===== src/hdl/sm_pkg.sv =====
// shared constants for the synchronous master serial port
package sm_pkg;

  // ----------------------------------------------------------------
  // register indices (byte address is four times the index)
  // ----------------------------------------------------------------
  localparam logic [7:0] IDX_IRQ_FLAGS = 8'h0C;
  localparam logic [7:0] IDX_RX_CTRL   = 8'h18;
  localparam logic [7:0] IDX_TX_BUF    = 8'h19;
  localparam logic [7:0] IDX_RX_BUF    = 8'h1A;
  localparam logic [7:0] IDX_IRQ_EN    = 8'h8C;
  localparam logic [7:0] IDX_TX_CTRL   = 8'h98;
  localparam logic [7:0] IDX_BAUD      = 8'h99;

  // ----------------------------------------------------------------
  // receive_status_control fields
  // ----------------------------------------------------------------
  localparam int POS_PORT_EN     = 7;
  localparam int POS_NINTH_RX_SEL = 6;
  localparam int POS_SINGLE_RX   = 5;
  localparam int POS_CONT_RX     = 4;
  localparam int POS_OVERRUN     = 1;
  localparam int POS_RX_NINTH    = 0;
  localparam logic [7:0] RX_CTRL_WMASK = 8'hF0;

  // ----------------------------------------------------------------
  // transmit_status_control fields
  // ----------------------------------------------------------------
  localparam int POS_CLK_SRC      = 7;
  localparam int POS_NINTH_TX_SEL = 6;
  localparam int POS_TX_EN        = 5;
  localparam int POS_SYNC_MODE    = 4;
  localparam int POS_SHIFT_EMPTY  = 1;
  localparam int POS_TX_NINTH     = 0;
  localparam logic [7:0] TX_CTRL_WMASK = 8'hF5;

  // ----------------------------------------------------------------
  // peripheral_irq_flags fields, word sizes
  // ----------------------------------------------------------------
  localparam int POS_RX_FLAG = 5;
  localparam int POS_TX_FLAG = 4;
  localparam logic [3:0] WORD_BITS_8 = 4'h8;
  localparam logic [3:0] WORD_BITS_9 = 4'h9;
  localparam int WORD_W   = 9;
  localparam int RX_DEPTH = 2;
  localparam int BAUD_W   = 8;

endpackage


===== src/hdl/baud_generator.sv =====
// shift-clock phase tick generator, held in reset while idle
`timescale 1ns/100ps
`default_nettype none

module baud_generator #(
  parameter int W = 8
) (
  // system
  input  wire logic         clk_sys,
  input  wire logic         rst_n,
  // control
  input  wire logic         run,
  input  wire logic [W-1:0] divisor,
  // one pulse per half shift-clock period
  output logic              tick
);

  typedef struct packed {
    logic [W-1:0] cnt;
    logic         tick;
  } brg_t;

  brg_t brg_q;
  brg_t brg_d;

  assign tick = brg_q.tick;

  always_comb
  begin
    brg_d      = brg_q;
    brg_d.tick = 1'b0;
    if (!run)
      brg_d.cnt = '0;
    else if (brg_q.cnt == divisor)
    begin
      brg_d.cnt  = '0;
      brg_d.tick = 1'b1;
    end
    else
      brg_d.cnt = brg_q.cnt + W'(1);
  end

  always_ff @(posedge clk_sys)
  begin
    if (!rst_n)
      brg_q <= '0;
    else
      brg_q <= brg_d;
  end

endmodule

`default_nettype wire


===== src/hdl/rx_fifo.sv =====
// small receive FIFO, first word in is first word out
`timescale 1ns/100ps
`default_nettype none

module rx_fifo #(
  parameter int WIDTH = 9,
  parameter int DEPTH = 2
) (
  // system
  input  wire logic             clk_sys,
  input  wire logic             rst_n,
  // fill side
  input  wire logic             push_valid,
  input  wire logic [WIDTH-1:0] push_data,
  output logic                  push_ready,
  // drain side
  input  wire logic             pop,
  output logic                  head_valid,
  output logic      [WIDTH-1:0] head_data
);

  localparam int PW = (DEPTH > 1) ? $clog2(DEPTH) : 1;
  localparam int CW = $clog2(DEPTH + 1);
  localparam logic [PW-1:0] LAST = PW'(DEPTH - 1);
  localparam logic [CW-1:0] FULL = CW'(DEPTH);

  typedef struct packed {
    logic [DEPTH-1:0][WIDTH-1:0] mem;
    logic [PW-1:0]               wr;
    logic [PW-1:0]               rd;
    logic [CW-1:0]               cnt;
  } fifo_t;

  fifo_t fifo_q;
  fifo_t fifo_d;

  assign push_ready = (fifo_q.cnt != FULL);
  assign head_valid = (fifo_q.cnt != '0);
  assign head_data  = fifo_q.mem[fifo_q.rd];

  always_comb
  begin
    logic do_push;
    logic do_pop;
    do_push = push_valid & push_ready;
    do_pop  = pop & head_valid;
    fifo_d  = fifo_q;
    if (do_push)
    begin
      fifo_d.mem[fifo_q.wr] = push_data;
      fifo_d.wr = (fifo_q.wr == LAST) ? '0 : fifo_q.wr + PW'(1);
    end
    if (do_pop)
      fifo_d.rd = (fifo_q.rd == LAST) ? '0 : fifo_q.rd + PW'(1);
    if (do_push && !do_pop)
      fifo_d.cnt = fifo_q.cnt + CW'(1);
    else if (do_pop && !do_push)
      fifo_d.cnt = fifo_q.cnt - CW'(1);
  end

  always_ff @(posedge clk_sys)
  begin
    if (!rst_n)
      fifo_q <= '0;
    else
      fifo_q <= fifo_d;
  end

endmodule

`default_nettype wire


===== src/hdl/usart_sync_master.sv =====
// synchronous master serial port: registers, shifters and pin control
// What this block does
// - Transmit and receive never run together.
// - Sync, port enable, clock source and an enable claim clock; transmit claims data.
// - Clock source bit makes us drive clock.
// - Shifter loads from buffer after last bit.
// - Transmit flag clears on buffer write or transmit enable clear.
// - Shifter empty bit is read-only status.
// - Shifting needs enable plus buffered word.
// - Data changes on rise, stable at fall.
// - Baud generator held while enables clear.
// - Dropping transmit enable resets, floats pins.
// - Receive enable pauses transmit, clock stays driven.
// - Single receive self-clears, transmit then resumes.
// - Ninth bit taken at shifter load.
// - Either receive enable starts; sample on fall.
// - Single takes one word; continuous wins.
// - Finished word enters FIFO, sets receive flag.
// - Receive flag clears when FIFO empties.
// - Two-entry FIFO read out in order.
// - Full FIFO at word end sets overrun.
// - Overrun blocks pushes; continuous clear clears it.
// - Ninth bit travels with each FIFO word.
//
// The implementer's own choice: register access over Avalon-MM.
`timescale 1ns/100ps
`default_nettype none

module usart_sync_master (
  // system
  input  wire logic        clk_sys,
  input  wire logic        rst_n,
  // register bus
  input  wire logic [9:0]  avs_address,
  input  wire logic        avs_read,
  input  wire logic        avs_write,
  input  wire logic [31:0] avs_writedata,
  input  wire logic [3:0]  avs_byteenable,
  output logic      [31:0] avs_readdata,
  output logic             avs_waitrequest,
  // serial clock line
  output logic             serial_clock_line_o,
  output logic             serial_clock_line_oe_n,
  // serial data line
  input  wire logic        serial_data_line_i,
  output logic             serial_data_line_o,
  output logic             serial_data_line_oe_n
);

  // ----------------------------------------------------------------
  // state
  // ----------------------------------------------------------------
  typedef struct packed {
    logic       ack;
    logic [7:0] rdata;
    logic [7:0] rx_ctrl;
    logic [7:0] tx_ctrl;
    logic [7:0] irq_en;
    logic [7:0] baud;
    logic [7:0] tx_buf;
    logic       tx_full;
    logic       tx_busy;
    logic [8:0] tx_shift;
    logic [3:0] tx_cnt;
    logic [8:0] rx_shift;
    logic [3:0] rx_cnt;
    logic       overrun;
    logic       clk_lvl;
    logic       dat_out;
    logic       din_s1;
    logic       din_s2;
  } state_t;

  state_t     state_q;
  state_t     state_d;
  logic [7:0] reg_idx;
  logic       req;
  logic       wr_go;
  logic       port_on;
  logic       rx_req;
  logic       tx_en;
  logic       rx_on;
  logic       tx_on;
  logic       brg_run;
  logic       run;
  logic       tick;
  logic       rise;
  logic       fall;
  logic       tx_load;
  logic       tx_flag;
  logic [3:0] tx_bits;
  logic [3:0] rx_bits;
  logic [8:0] rx_new;
  logic [8:0] rx_word;
  logic       rx_done;
  logic       push;
  logic       ovr_set;
  logic       pop;
  logic       fifo_ready;
  logic       fifo_valid;
  logic [8:0] fifo_head;

  // ----------------------------------------------------------------
  // decode of modes
  // ----------------------------------------------------------------
  assign reg_idx = avs_address[9:2];
  assign req     = avs_read | avs_write;
  assign wr_go   = avs_write & state_q.ack & avs_byteenable[0];
  assign port_on = state_q.rx_ctrl[sm_pkg::POS_PORT_EN]
                 & state_q.tx_ctrl[sm_pkg::POS_SYNC_MODE]
                 & state_q.tx_ctrl[sm_pkg::POS_CLK_SRC];
  assign rx_req  = state_q.rx_ctrl[sm_pkg::POS_SINGLE_RX]
                 | state_q.rx_ctrl[sm_pkg::POS_CONT_RX];
  assign tx_en   = state_q.tx_ctrl[sm_pkg::POS_TX_EN];
  assign rx_on   = port_on & rx_req;
  assign tx_on   = port_on & tx_en & ~rx_req;
  assign brg_run = tx_en | rx_req;
  assign run     = rx_on | (tx_on & state_q.tx_busy);
  assign rise    = tick & run & ~state_q.clk_lvl;
  assign fall    = tick & run & state_q.clk_lvl;
  assign tx_load = tx_on & ~state_q.tx_busy & state_q.tx_full;
  assign tx_flag = tx_en & ~state_q.tx_full;
  assign tx_bits = state_q.tx_ctrl[sm_pkg::POS_NINTH_TX_SEL]
                 ? sm_pkg::WORD_BITS_9 : sm_pkg::WORD_BITS_8;
  assign rx_bits = state_q.rx_ctrl[sm_pkg::POS_NINTH_RX_SEL]
                 ? sm_pkg::WORD_BITS_9 : sm_pkg::WORD_BITS_8;

  // ----------------------------------------------------------------
  // receive word assembly, lsb first
  // ----------------------------------------------------------------
  assign rx_new  = {state_q.din_s2, state_q.rx_shift[8:1]};
  assign rx_word = state_q.rx_ctrl[sm_pkg::POS_NINTH_RX_SEL]
                 ? rx_new : {1'b0, rx_new[8:1]};
  assign rx_done = fall & (state_q.rx_cnt + 4'h1 == rx_bits);
  assign push    = rx_done & ~state_q.overrun & fifo_ready;
  assign ovr_set = rx_done & ~state_q.overrun & ~fifo_ready;
  // reading the receive buffer advances the FIFO and its ninth bit
  assign pop     = avs_read & state_q.ack
                 & (reg_idx == sm_pkg::IDX_RX_BUF) & fifo_valid;

  // ----------------------------------------------------------------
  // outputs
  // ----------------------------------------------------------------
  assign avs_waitrequest = req & ~state_q.ack;
  assign avs_readdata    = {24'h000000, state_q.rdata};
  assign serial_clock_line_o    = state_q.clk_lvl;
  // clock floats once every enable is gone
  assign serial_clock_line_oe_n = ~(port_on & (tx_en | rx_req));
  assign serial_data_line_o     = state_q.dat_out;
  assign serial_data_line_oe_n  = ~tx_on;

  // ----------------------------------------------------------------
  // next state
  // ----------------------------------------------------------------
  always_comb
  begin
    logic [7:0] rd_mux;
    rd_mux = 8'h00;
    state_d = state_q;
    state_d.ack    = req & ~state_q.ack;
    state_d.din_s1 = serial_data_line_i;
    state_d.din_s2 = state_q.din_s1;

    // read data is latched in the wait cycle, stands at the taking edge
    case (reg_idx)
      sm_pkg::IDX_IRQ_FLAGS:
      begin
        rd_mux[sm_pkg::POS_RX_FLAG] = fifo_valid;
        rd_mux[sm_pkg::POS_TX_FLAG] = tx_flag;
      end
      sm_pkg::IDX_RX_CTRL:
      begin
        rd_mux = state_q.rx_ctrl;
        rd_mux[sm_pkg::POS_OVERRUN]  = state_q.overrun;
        rd_mux[sm_pkg::POS_RX_NINTH] = fifo_valid & fifo_head[8];
      end
      sm_pkg::IDX_TX_BUF:
        rd_mux = state_q.tx_buf;
      sm_pkg::IDX_RX_BUF:
        rd_mux = fifo_head[7:0];
      sm_pkg::IDX_IRQ_EN:
        rd_mux = state_q.irq_en;
      sm_pkg::IDX_TX_CTRL:
      begin
        rd_mux = state_q.tx_ctrl;
        rd_mux[sm_pkg::POS_SHIFT_EMPTY] = ~state_q.tx_busy;
      end
      sm_pkg::IDX_BAUD:
        rd_mux = state_q.baud;
      default:
        rd_mux = 8'h00;
    endcase
    if (req && !state_q.ack)
      state_d.rdata = rd_mux;

    // shift clock idles low between words, except in continuous receive
    if (!run)
      state_d.clk_lvl = 1'b0;
    else if (tick)
      state_d.clk_lvl = ~state_q.clk_lvl;

    // transmitter; a receive only freezes it, never resets it
    if (!tx_en)
    begin
      state_d.tx_busy = 1'b0;
      state_d.tx_cnt  = 4'h0;
    end
    else if (tx_load)
    begin
      state_d.tx_shift = {state_q.tx_ctrl[sm_pkg::POS_TX_NINTH],
                          state_q.tx_buf};
      state_d.tx_full  = 1'b0;
      state_d.tx_busy  = 1'b1;
      state_d.tx_cnt   = 4'h0;
    end
    else if (tx_on && rise)
    begin
      state_d.dat_out  = state_q.tx_shift[0];
      state_d.tx_shift = {1'b0, state_q.tx_shift[8:1]};
      state_d.tx_cnt   = state_q.tx_cnt + 4'h1;
    end
    else if (tx_on && fall && state_q.tx_cnt == tx_bits)
      state_d.tx_busy = 1'b0;

    // receiver
    if (!rx_on)
      state_d.rx_cnt = 4'h0;
    else if (fall)
    begin
      state_d.rx_shift = rx_new;
      state_d.rx_cnt   = rx_done ? 4'h0 : state_q.rx_cnt + 4'h1;
      if (rx_done && !state_q.rx_ctrl[sm_pkg::POS_CONT_RX])
        state_d.rx_ctrl[sm_pkg::POS_SINGLE_RX] = 1'b0;
    end

    // register writes, taken at the edge where waitrequest is low
    if (wr_go)
    begin
      case (reg_idx)
        sm_pkg::IDX_RX_CTRL:
        begin
          state_d.rx_ctrl = avs_writedata[7:0] & sm_pkg::RX_CTRL_WMASK;
          if (!avs_writedata[sm_pkg::POS_CONT_RX])
            state_d.overrun = 1'b0;
        end
        sm_pkg::IDX_TX_BUF:
        begin
          state_d.tx_buf  = avs_writedata[7:0];
          state_d.tx_full = 1'b1;
        end
        sm_pkg::IDX_IRQ_EN:
          state_d.irq_en = avs_writedata[7:0];
        sm_pkg::IDX_TX_CTRL:
          state_d.tx_ctrl = avs_writedata[7:0] & sm_pkg::TX_CTRL_WMASK;
        sm_pkg::IDX_BAUD:
          state_d.baud = avs_writedata[7:0];
        default:
          state_d.baud = state_q.baud;
      endcase
    end

    // hardware set wins over a clear in the same cycle
    if (ovr_set)
      state_d.overrun = 1'b1;
  end

  always_ff @(posedge clk_sys)
  begin
    if (!rst_n)
      state_q <= '0;
    else
      state_q <= state_d;
  end

  // ----------------------------------------------------------------
  // submodules
  // ----------------------------------------------------------------
  baud_generator #(
    .W       (sm_pkg::BAUD_W)
  ) u_baud (
    .clk_sys (clk_sys),
    .rst_n   (rst_n),
    .run     (brg_run),
    .divisor (state_q.baud),
    .tick    (tick)
  );

  rx_fifo #(
    .WIDTH      (sm_pkg::WORD_W),
    .DEPTH      (sm_pkg::RX_DEPTH)
  ) u_fifo (
    .clk_sys    (clk_sys),
    .rst_n      (rst_n),
    .push_valid (push),
    .push_data  (rx_word),
    .push_ready (fifo_ready),
    .pop        (pop),
    .head_valid (fifo_valid),
    .head_data  (fifo_head)
  );
endmodule

`default_nettype wire


===== config.mk =====
export PLATFORM = sky130hd
export DESIGN_NAME = usart_sync_master
export DESIGN_NICKNAME = d
export VERILOG_FILES = /design/src/hdl/sm_pkg.sv /design/src/hdl/baud_generator.sv /design/src/hdl/rx_fifo.sv /design/src/hdl/usart_sync_master.sv
export SDC_FILE = /design/constraint.sdc
export NUM_CORES = 1
export LEC_CHECK = 0
export ABC_AREA = 1
export BUFFER_PORTS_ARGS = -buffer_cell sky130_fd_sc_hd__buf_2
export CAP_MARGIN = 20
export CORE_MARGIN = 4
export CORE_UTILIZATION = 30
export CTS_CLUSTER_SIZE = 14
export DETAILED_ROUTE_END_ITERATION = 8
export GPL_TIMING_DRIVEN = 0
export PLACE_DENSITY_LB_ADDON = 0.2
export SLEW_MARGIN = 0
export SYNTH_ARGS = -nofsm -noshare
export SYNTH_HDL_FRONTEND = slang
export SYNTH_SLANG_ARGS = --single-unit

===== constraint.sdc =====
create_clock -name clk_sys -period 3.2 [get_ports clk_sys]
set_input_delay 0.32 -clock clk_sys [delete_from_list [all_inputs] [get_ports clk_sys]]
set_output_delay 0.32 -clock clk_sys [all_outputs]
set_load 0.03 [all_outputs]

; ---- After elaboration in Yosys (flattened, before gate mapping)
; Cells that the tools add are included.
[totals]
word_cells = 162
mem_bits_rw = 0
register_bits = 107
rom_bits = 0
in_bits = 51
latch_bits = 0
out_inout_bits = 37
mem_count = 0
[classes]
mux = 36
reduce_logical = 34
mul = 0
n_eq_ne = 13
n_shift = 0
n_div = 0
magnitude_cmp = 3
add_sub_neg = 7
bitwise_logic = 43
[ops]
columns = op, count
row1 = $mux W9, 5
row2 = $mux W39, 1
row3 = $and A1 B1 Y1, 26
row4 = $eq A8 B5 Y1 const B, 3
row5 = $eq A8 B8 Y1 const B, 3
row6 = $mux W8, 3
row7 = $pmux W4 S6, 1
row8 = $reduce_and A2 Y1, 12
row9 = $bwmux W18, 1
row10 = $mux W1, 16
row11 = $mux W14, 1
row12 = $pmux W2 S7, 1
row13 = $mux W13, 1
row14 = $not A1 Y1, 13
row15 = $pmux W2 S6, 1
row16 = $reduce_bool A2 Y1, 6
row17 = $demux W9 S1, 1
row18 = $add A4 B1 Y4 const B, 2
row19 = $add A8 B1 Y8 const B, 1
row20 = $eq A4 B4 Y1, 2
row21 = $eq A8 B4 Y1 const B, 1
row22 = $eq A8 B8 Y1, 1
row23 = $logic_and A1 B1 Y1, 8
row24 = $mux W6, 1
row25 = other kinds (13), 25

; ---- Longest topological paths before layout
[logic_depth]
depth_word = 16
mapped_depth = 16
depth_no_buf = 15

; ---- By module
; From an unflattened synthesis, not the netlist that was laid out.
[unflattened]
hier_cells = 791
hier_area_um2 = 5425.2
[by_module_without_submodules]
columns = mod, instances, cells_each, area_each_um2, seq_area_each_um2
row1 = usart_sync_master, 1, 552, 3833.7, 1501.4
row2 = rx_fifo, 1, 165, 1063.5, 440.4
row3 = baud_generator, 1, 74, 528.0, 180.2

; ---- Worst setup path before layout
; No wires, ideal clock.
[synth_path]
path_kind = reg2reg
start = register state_q[5] (netlist name)
end = register u_fifo.fifo_q[1] (netlist name)
n_path_buf = 1
t_arrival_ns = 2.137
synth_period_minus_slack_ns = 2.259
stages_incl_launch_ff = 17
setup_slack_ns = 0.941
required_ns = 3.078
cell_sequence = dfxtp_1 > ha_1 > inv_1 > nand2_1 > nor2_1 > nand2_1 > nor2_2 > nand3_1 > nor2_1 > buf_4 > nand2_1 > inv_1 > ha_1 > a21oi_1 > o21ai_0 > o21ai_0 > a21oi_1
[synth_via]
elab_chain_len = 9
word_cells_on_any_way = 11
cone_classes = add/sub: 1 / eq/ne: 1 / mux: 1 / bitwise: 4 / reduce/logical: 4
[synth_lines]
columns = item, line_no
row1 = from (decl), usart_sync_master.sv:74  ; state_t state_q;
row2 = from (signal assigned), usart_sync_master.sv:272  ; state_q <= state_d;
row3 = $add A4 B1 Y4 *, usart_sync_master.sv:134  ; assign rx_done = fall & (state_q.rx_cnt + 4'h1 == rx_bits);
row4 = $eq A4 B4 Y1 *, usart_sync_master.sv:134
row5 = $and A1 B1 Y1 *, usart_sync_master.sv:134
row6 = $and A1 B1 Y1 * (2 in series), usart_sync_master.sv:135  ; assign push = rx_done & ~state_q.overrun & fifo_ready;
row7 = $and A1 B1 Y1 *, rx_fifo.sv:45  ; do_push = push_valid & push_ready;
row8 = $logic_not A1 Y1, rx_fifo.sv:57  ; else if (do_pop && !do_push)
row9 = $logic_and A1 B1 Y1, rx_fifo.sv:57
row10 = $reduce_bool A2 Y1 (no line), n/a
row11 = to (signal assigned), rx_fifo.sv:66  ; fifo_q <= fifo_d;
row12 = to (decl), rx_fifo.sv:34  ; fifo_t fifo_q;
; Mark *: on every way between the ends. The rest lies on a longest branch, timed or not.
; A chain may end at the register's enable or synchronous reset.

; ---- Final worst setup path
; Same ends and word-level chain as after synthesis.

==> flow_summary.toml <==
[synthesis]
synth_cell_types = 40
async_reset_ff_share_pct = 0
ys_seq_area_share_pct = 38.7
synth-edff-count = 0
synthCells = 779
synth_top_family_by_area = "simple AND/OR/NAND/NOR gates"
synth_xor_area_share_pct = 1.44
synth-simple-area-share_pct = 24.5
yosys_most_used_dff = "dfxtp_1"
ys_ff_latch = 106
synth-adder-area-share_pct = 0.914
synthMuxAreaShare_pct = 0
ys_warn_count = 0
synth_area_um2 = 5480
synth_compound_area_share_pct = 17.8
synth_area_per_cell_um2 = 7.03

[cts]
clkLatencyLatePin_ns = 0.35
cts_tree = "built"
cts_sinks = 106
htree_levels = 3
cts_root_buf = "clkbuf_16"
cts_made_buffers = 9
clock_path_buffers = 2
holdBufCountCts = 0
cts_resized = 0
post-cts-setup-buffer-count = 0
cts.clk_slew.worst_paths_ns = 0.07

[timing]
slew_headroom_pct = 49.8
finClkSkew_ns = 0.0133
setup_tns_ns = 0
worst_slew_pin_slew_ns = 0.754
min_period_ns = 2.69
slew_viol_final = 0
fin_crit_sh_pct = 84.1
setup_slack_ns = 0.509
rsz0062_at_grt = "no"
setup_violations = 0
hold_violations = 0
fmax_mhz = 372

[power]
power_density_nw_per_um2 = 422
p_int_w = 0.00201
p_leak_nw = 2.65
power_frac_seq_pct = 50.0
swShare_pct = 24.4
p_sw_w = 0.000651
power_frac_comb_pct = 7.2
power_frac_clock_pct = 42.8
ir_worst_vdd_v = 0.000235

[flow_run]
max_cap_violations = 0

[grt]
gr-usage-all-layers_pct = 15.6
grt_pass1_vias = 4579
antenna_found_initial = 0
grt_max_degree = 17
grt_overflow = 0
grt_pass1_wl_um = 24700

[route]
route.vias.total = 4811
routedWlPerCell_um = 14.3
vias_per_cell = 4.45
wirelength_um = 15400
drt_pass1_iterations = 5
postRouteAntennaNets = 0
drc = 0
drt_iter0_drc = 348

[cells_and_area]
layout_common_cells = "nand2_1 (136), inv_1 (123), dfxtp_1 (106), o21ai_0 (86), nor2_1 (66)"
fin_cells = 1080
area_delta_synth_final_pct = 15.3
design_area_um2 = 6320
mostFrequentLayoutCell = "nand2_1"
nNetsFinal = 902
diodes = 0
drive_above_1_share_pct = 15.2

[status]
status = "completed"

[placed_design]
place_congestion = 0.840
hpwl_um = 11500
post-place-ws_ns = 0.560
io_buffers = 34
placed_cell_area_um2 = 6020
dp.cells = 1065

[critical_path]
cp.arrival_ns = 2.93
critical_path.max_stage_delay_ns = 0.45
r2r-start = "state_q[5]"
r2r_cells = 16
crit_path_max_fanout = 10
r2r_end = "u_fifo.fifo_q[1]"
r2r_setup_slack_ns = 0.51
required_ns = 3.44
cp_cell_sequence = "ha_1 -> inv_1 -> nand2_1 -> nor2_1 -> nand2_1 -> nor2_2 -> nand3_1 -> nor2_1 -> buf_4 -> nand2_1 -> inv_1 -> ha_1 -> a21oi_1 -> o21ai_0 -> o21ai_0 -> a21oi_1"
end_kind = "register"
startpoint_type = "register"
setup.worst_path.class = "reg -> reg"
crit_top_cell = "nand2_1"
slowest_stage = "dfxtp_1"

[floorplan]
die_w_um = 143
initial_utilization_pct = 30.5
rows = 49
fp.dieH_um = 143
core-area_um2 = 18000
ios = 88
dieArea_um2 = 20500

[worst_hold_path]
holdPathStages = 3
hold_path.startpoint = "serial_data_line_i"
hold_path.class = "in -> reg"
hold_end = "state_d[0]"
## per-stage QoR
| step | power [W] | utilization, % | hold slack [ns] |
|---|---|---|---|
| after floorplan | 0.00149 | - | 0.390 |
| after global placement | 0.00155 | 33.5 | 0.403 |
| after detailed placement | 0.00155 | 33.5 | 0.413 |
| after CTS | 0.00269 | 35.2 | 0.137 |
| after global routing | 0.00276 | 35.2 | 0.147 |
| final | 0.00266 | 35.2 | 0.150 |
## power by group through the flow
stage               clock network, W  logic, W  registers (W)
floorplan                          0  0.000134        0.00136
global placement                   0  0.000190        0.00136
detailed placement                 0  0.000191        0.00136
CTS                          0.00117  0.000192        0.00133
global route                 0.00122  0.000209        0.00133
finish                       0.00114  0.000193        0.00133
## worst max-delay path, delay by kind of cell (launching register included)
family / cells / cell delay (ns)
compound gates: 4 / 0.45
fa+ha+maj: 2 / 0.52
buf+inv: 3 / 0.35
flops: 1 / 0.45
simple gates: 7 / 0.81
## state kept, by name (all words and copies together) (netlist names)
signal	cells
u_baud.brg_q	8
u_baud.tick	1
rx_new	9
state_q	55
u_fifo.fifo_q	22
state_d	1
avs_readdata	8
serial_clock_line_o	1
serial_data_line_o	1
## worst max path at each step
stage,cells past startpoint,slack [ns],to,start
floorplan,16,0.94,u_fifo.fifo_q[1],state_q[5]
global placement,16,0.54,u_fifo.fifo_q[1],state_q[5]
detailed placement,16,0.56,u_fifo.fifo_q[1],state_q[5]
CTS,16,0.53,u_fifo.fifo_q[1],state_q[5]
global route,16,0.14,u_fifo.fifo_q[1],state_q[5]
finish,16,0.51,u_fifo.fifo_q[1],state_q[5]
## layout make-up
| type | count | area [um2] |
|---|---|---|
| fill | 1926 | 11600 |
| inverter | 136 | 512 |
| tap | 229 | 287 |
| buffer | 60 | 392 |
| multi-input combinational | 500 | 2540 |
| clock inverter | 4 | 52.6 |
| timing repair buffer | 34 | 170 |
| clock buffer | 11 | 243 |
| sequential | 106 | 2120 |
## per-layer routing
layer  part of all wire (%)  wire length [um]  GRT usage [%]
met5                      0                 0              0
met4                    1.7               269           4.90
met3                    5.8               893           2.75
met2                     43              6620           23.5
met1                     50              7650           22.7
## cell usage after synthesis, types with 2 or more instances
| master | n | area (um2) |
|---|---|---|
| a31oi_1 | 3 | 18.8 |
| nand2_2 | 2 | 12.5 |
| nor2_2 | 2 | 12.5 |
| nand3_1 | 33 | 165 |
| a211oi_1 | 3 | 22.5 |
| inv_2 | 8 | 30.0 |
| ha_1 | 4 | 50.1 |
| a21oi_2 | 2 | 17.5 |
| clkinv_1 | 4 | 15.0 |
| inv_1 | 123 | 462 |
| buf_4 | 35 | 263 |
| o211ai_2 | 8 | 100 |
| o21ai_2 | 2 | 17.5 |
| nand4_1 | 25 | 156 |
| buf_1 | 4 | 15.0 |
| clkbuf_1 | 13 | 48.8 |
| nand4_4 | 2 | 42.5 |
| nand2_4 | 5 | 56.3 |
| buf_2 | 4 | 20.0 |
| buf_6 | 4 | 45.0 |
| nand2_1 | 136 | 510 |
| a21oi_1 | 62 | 310 |
| nor3_4 | 2 | 32.5 |
| o22ai_1 | 6 | 37.5 |
| xor2_1 | 8 | 70.1 |
| nor2_1 | 66 | 248 |
| dfxtp_1 | 106 | 2120 |
| nor3_1 | 10 | 50.1 |
| o21ai_0 | 86 | 430 |
## logic make-up (layout without fill, tap and decap cells)
family,Yosys count,count (layout)
buf+inv,196,245
compound gates,175,175
fa+ha+maj,4,4
flops,106,106
xor+xnor,9,9
simple gates,288,288
other cells,1,24
No activity file was read; power rests on OpenSTA's default activity.
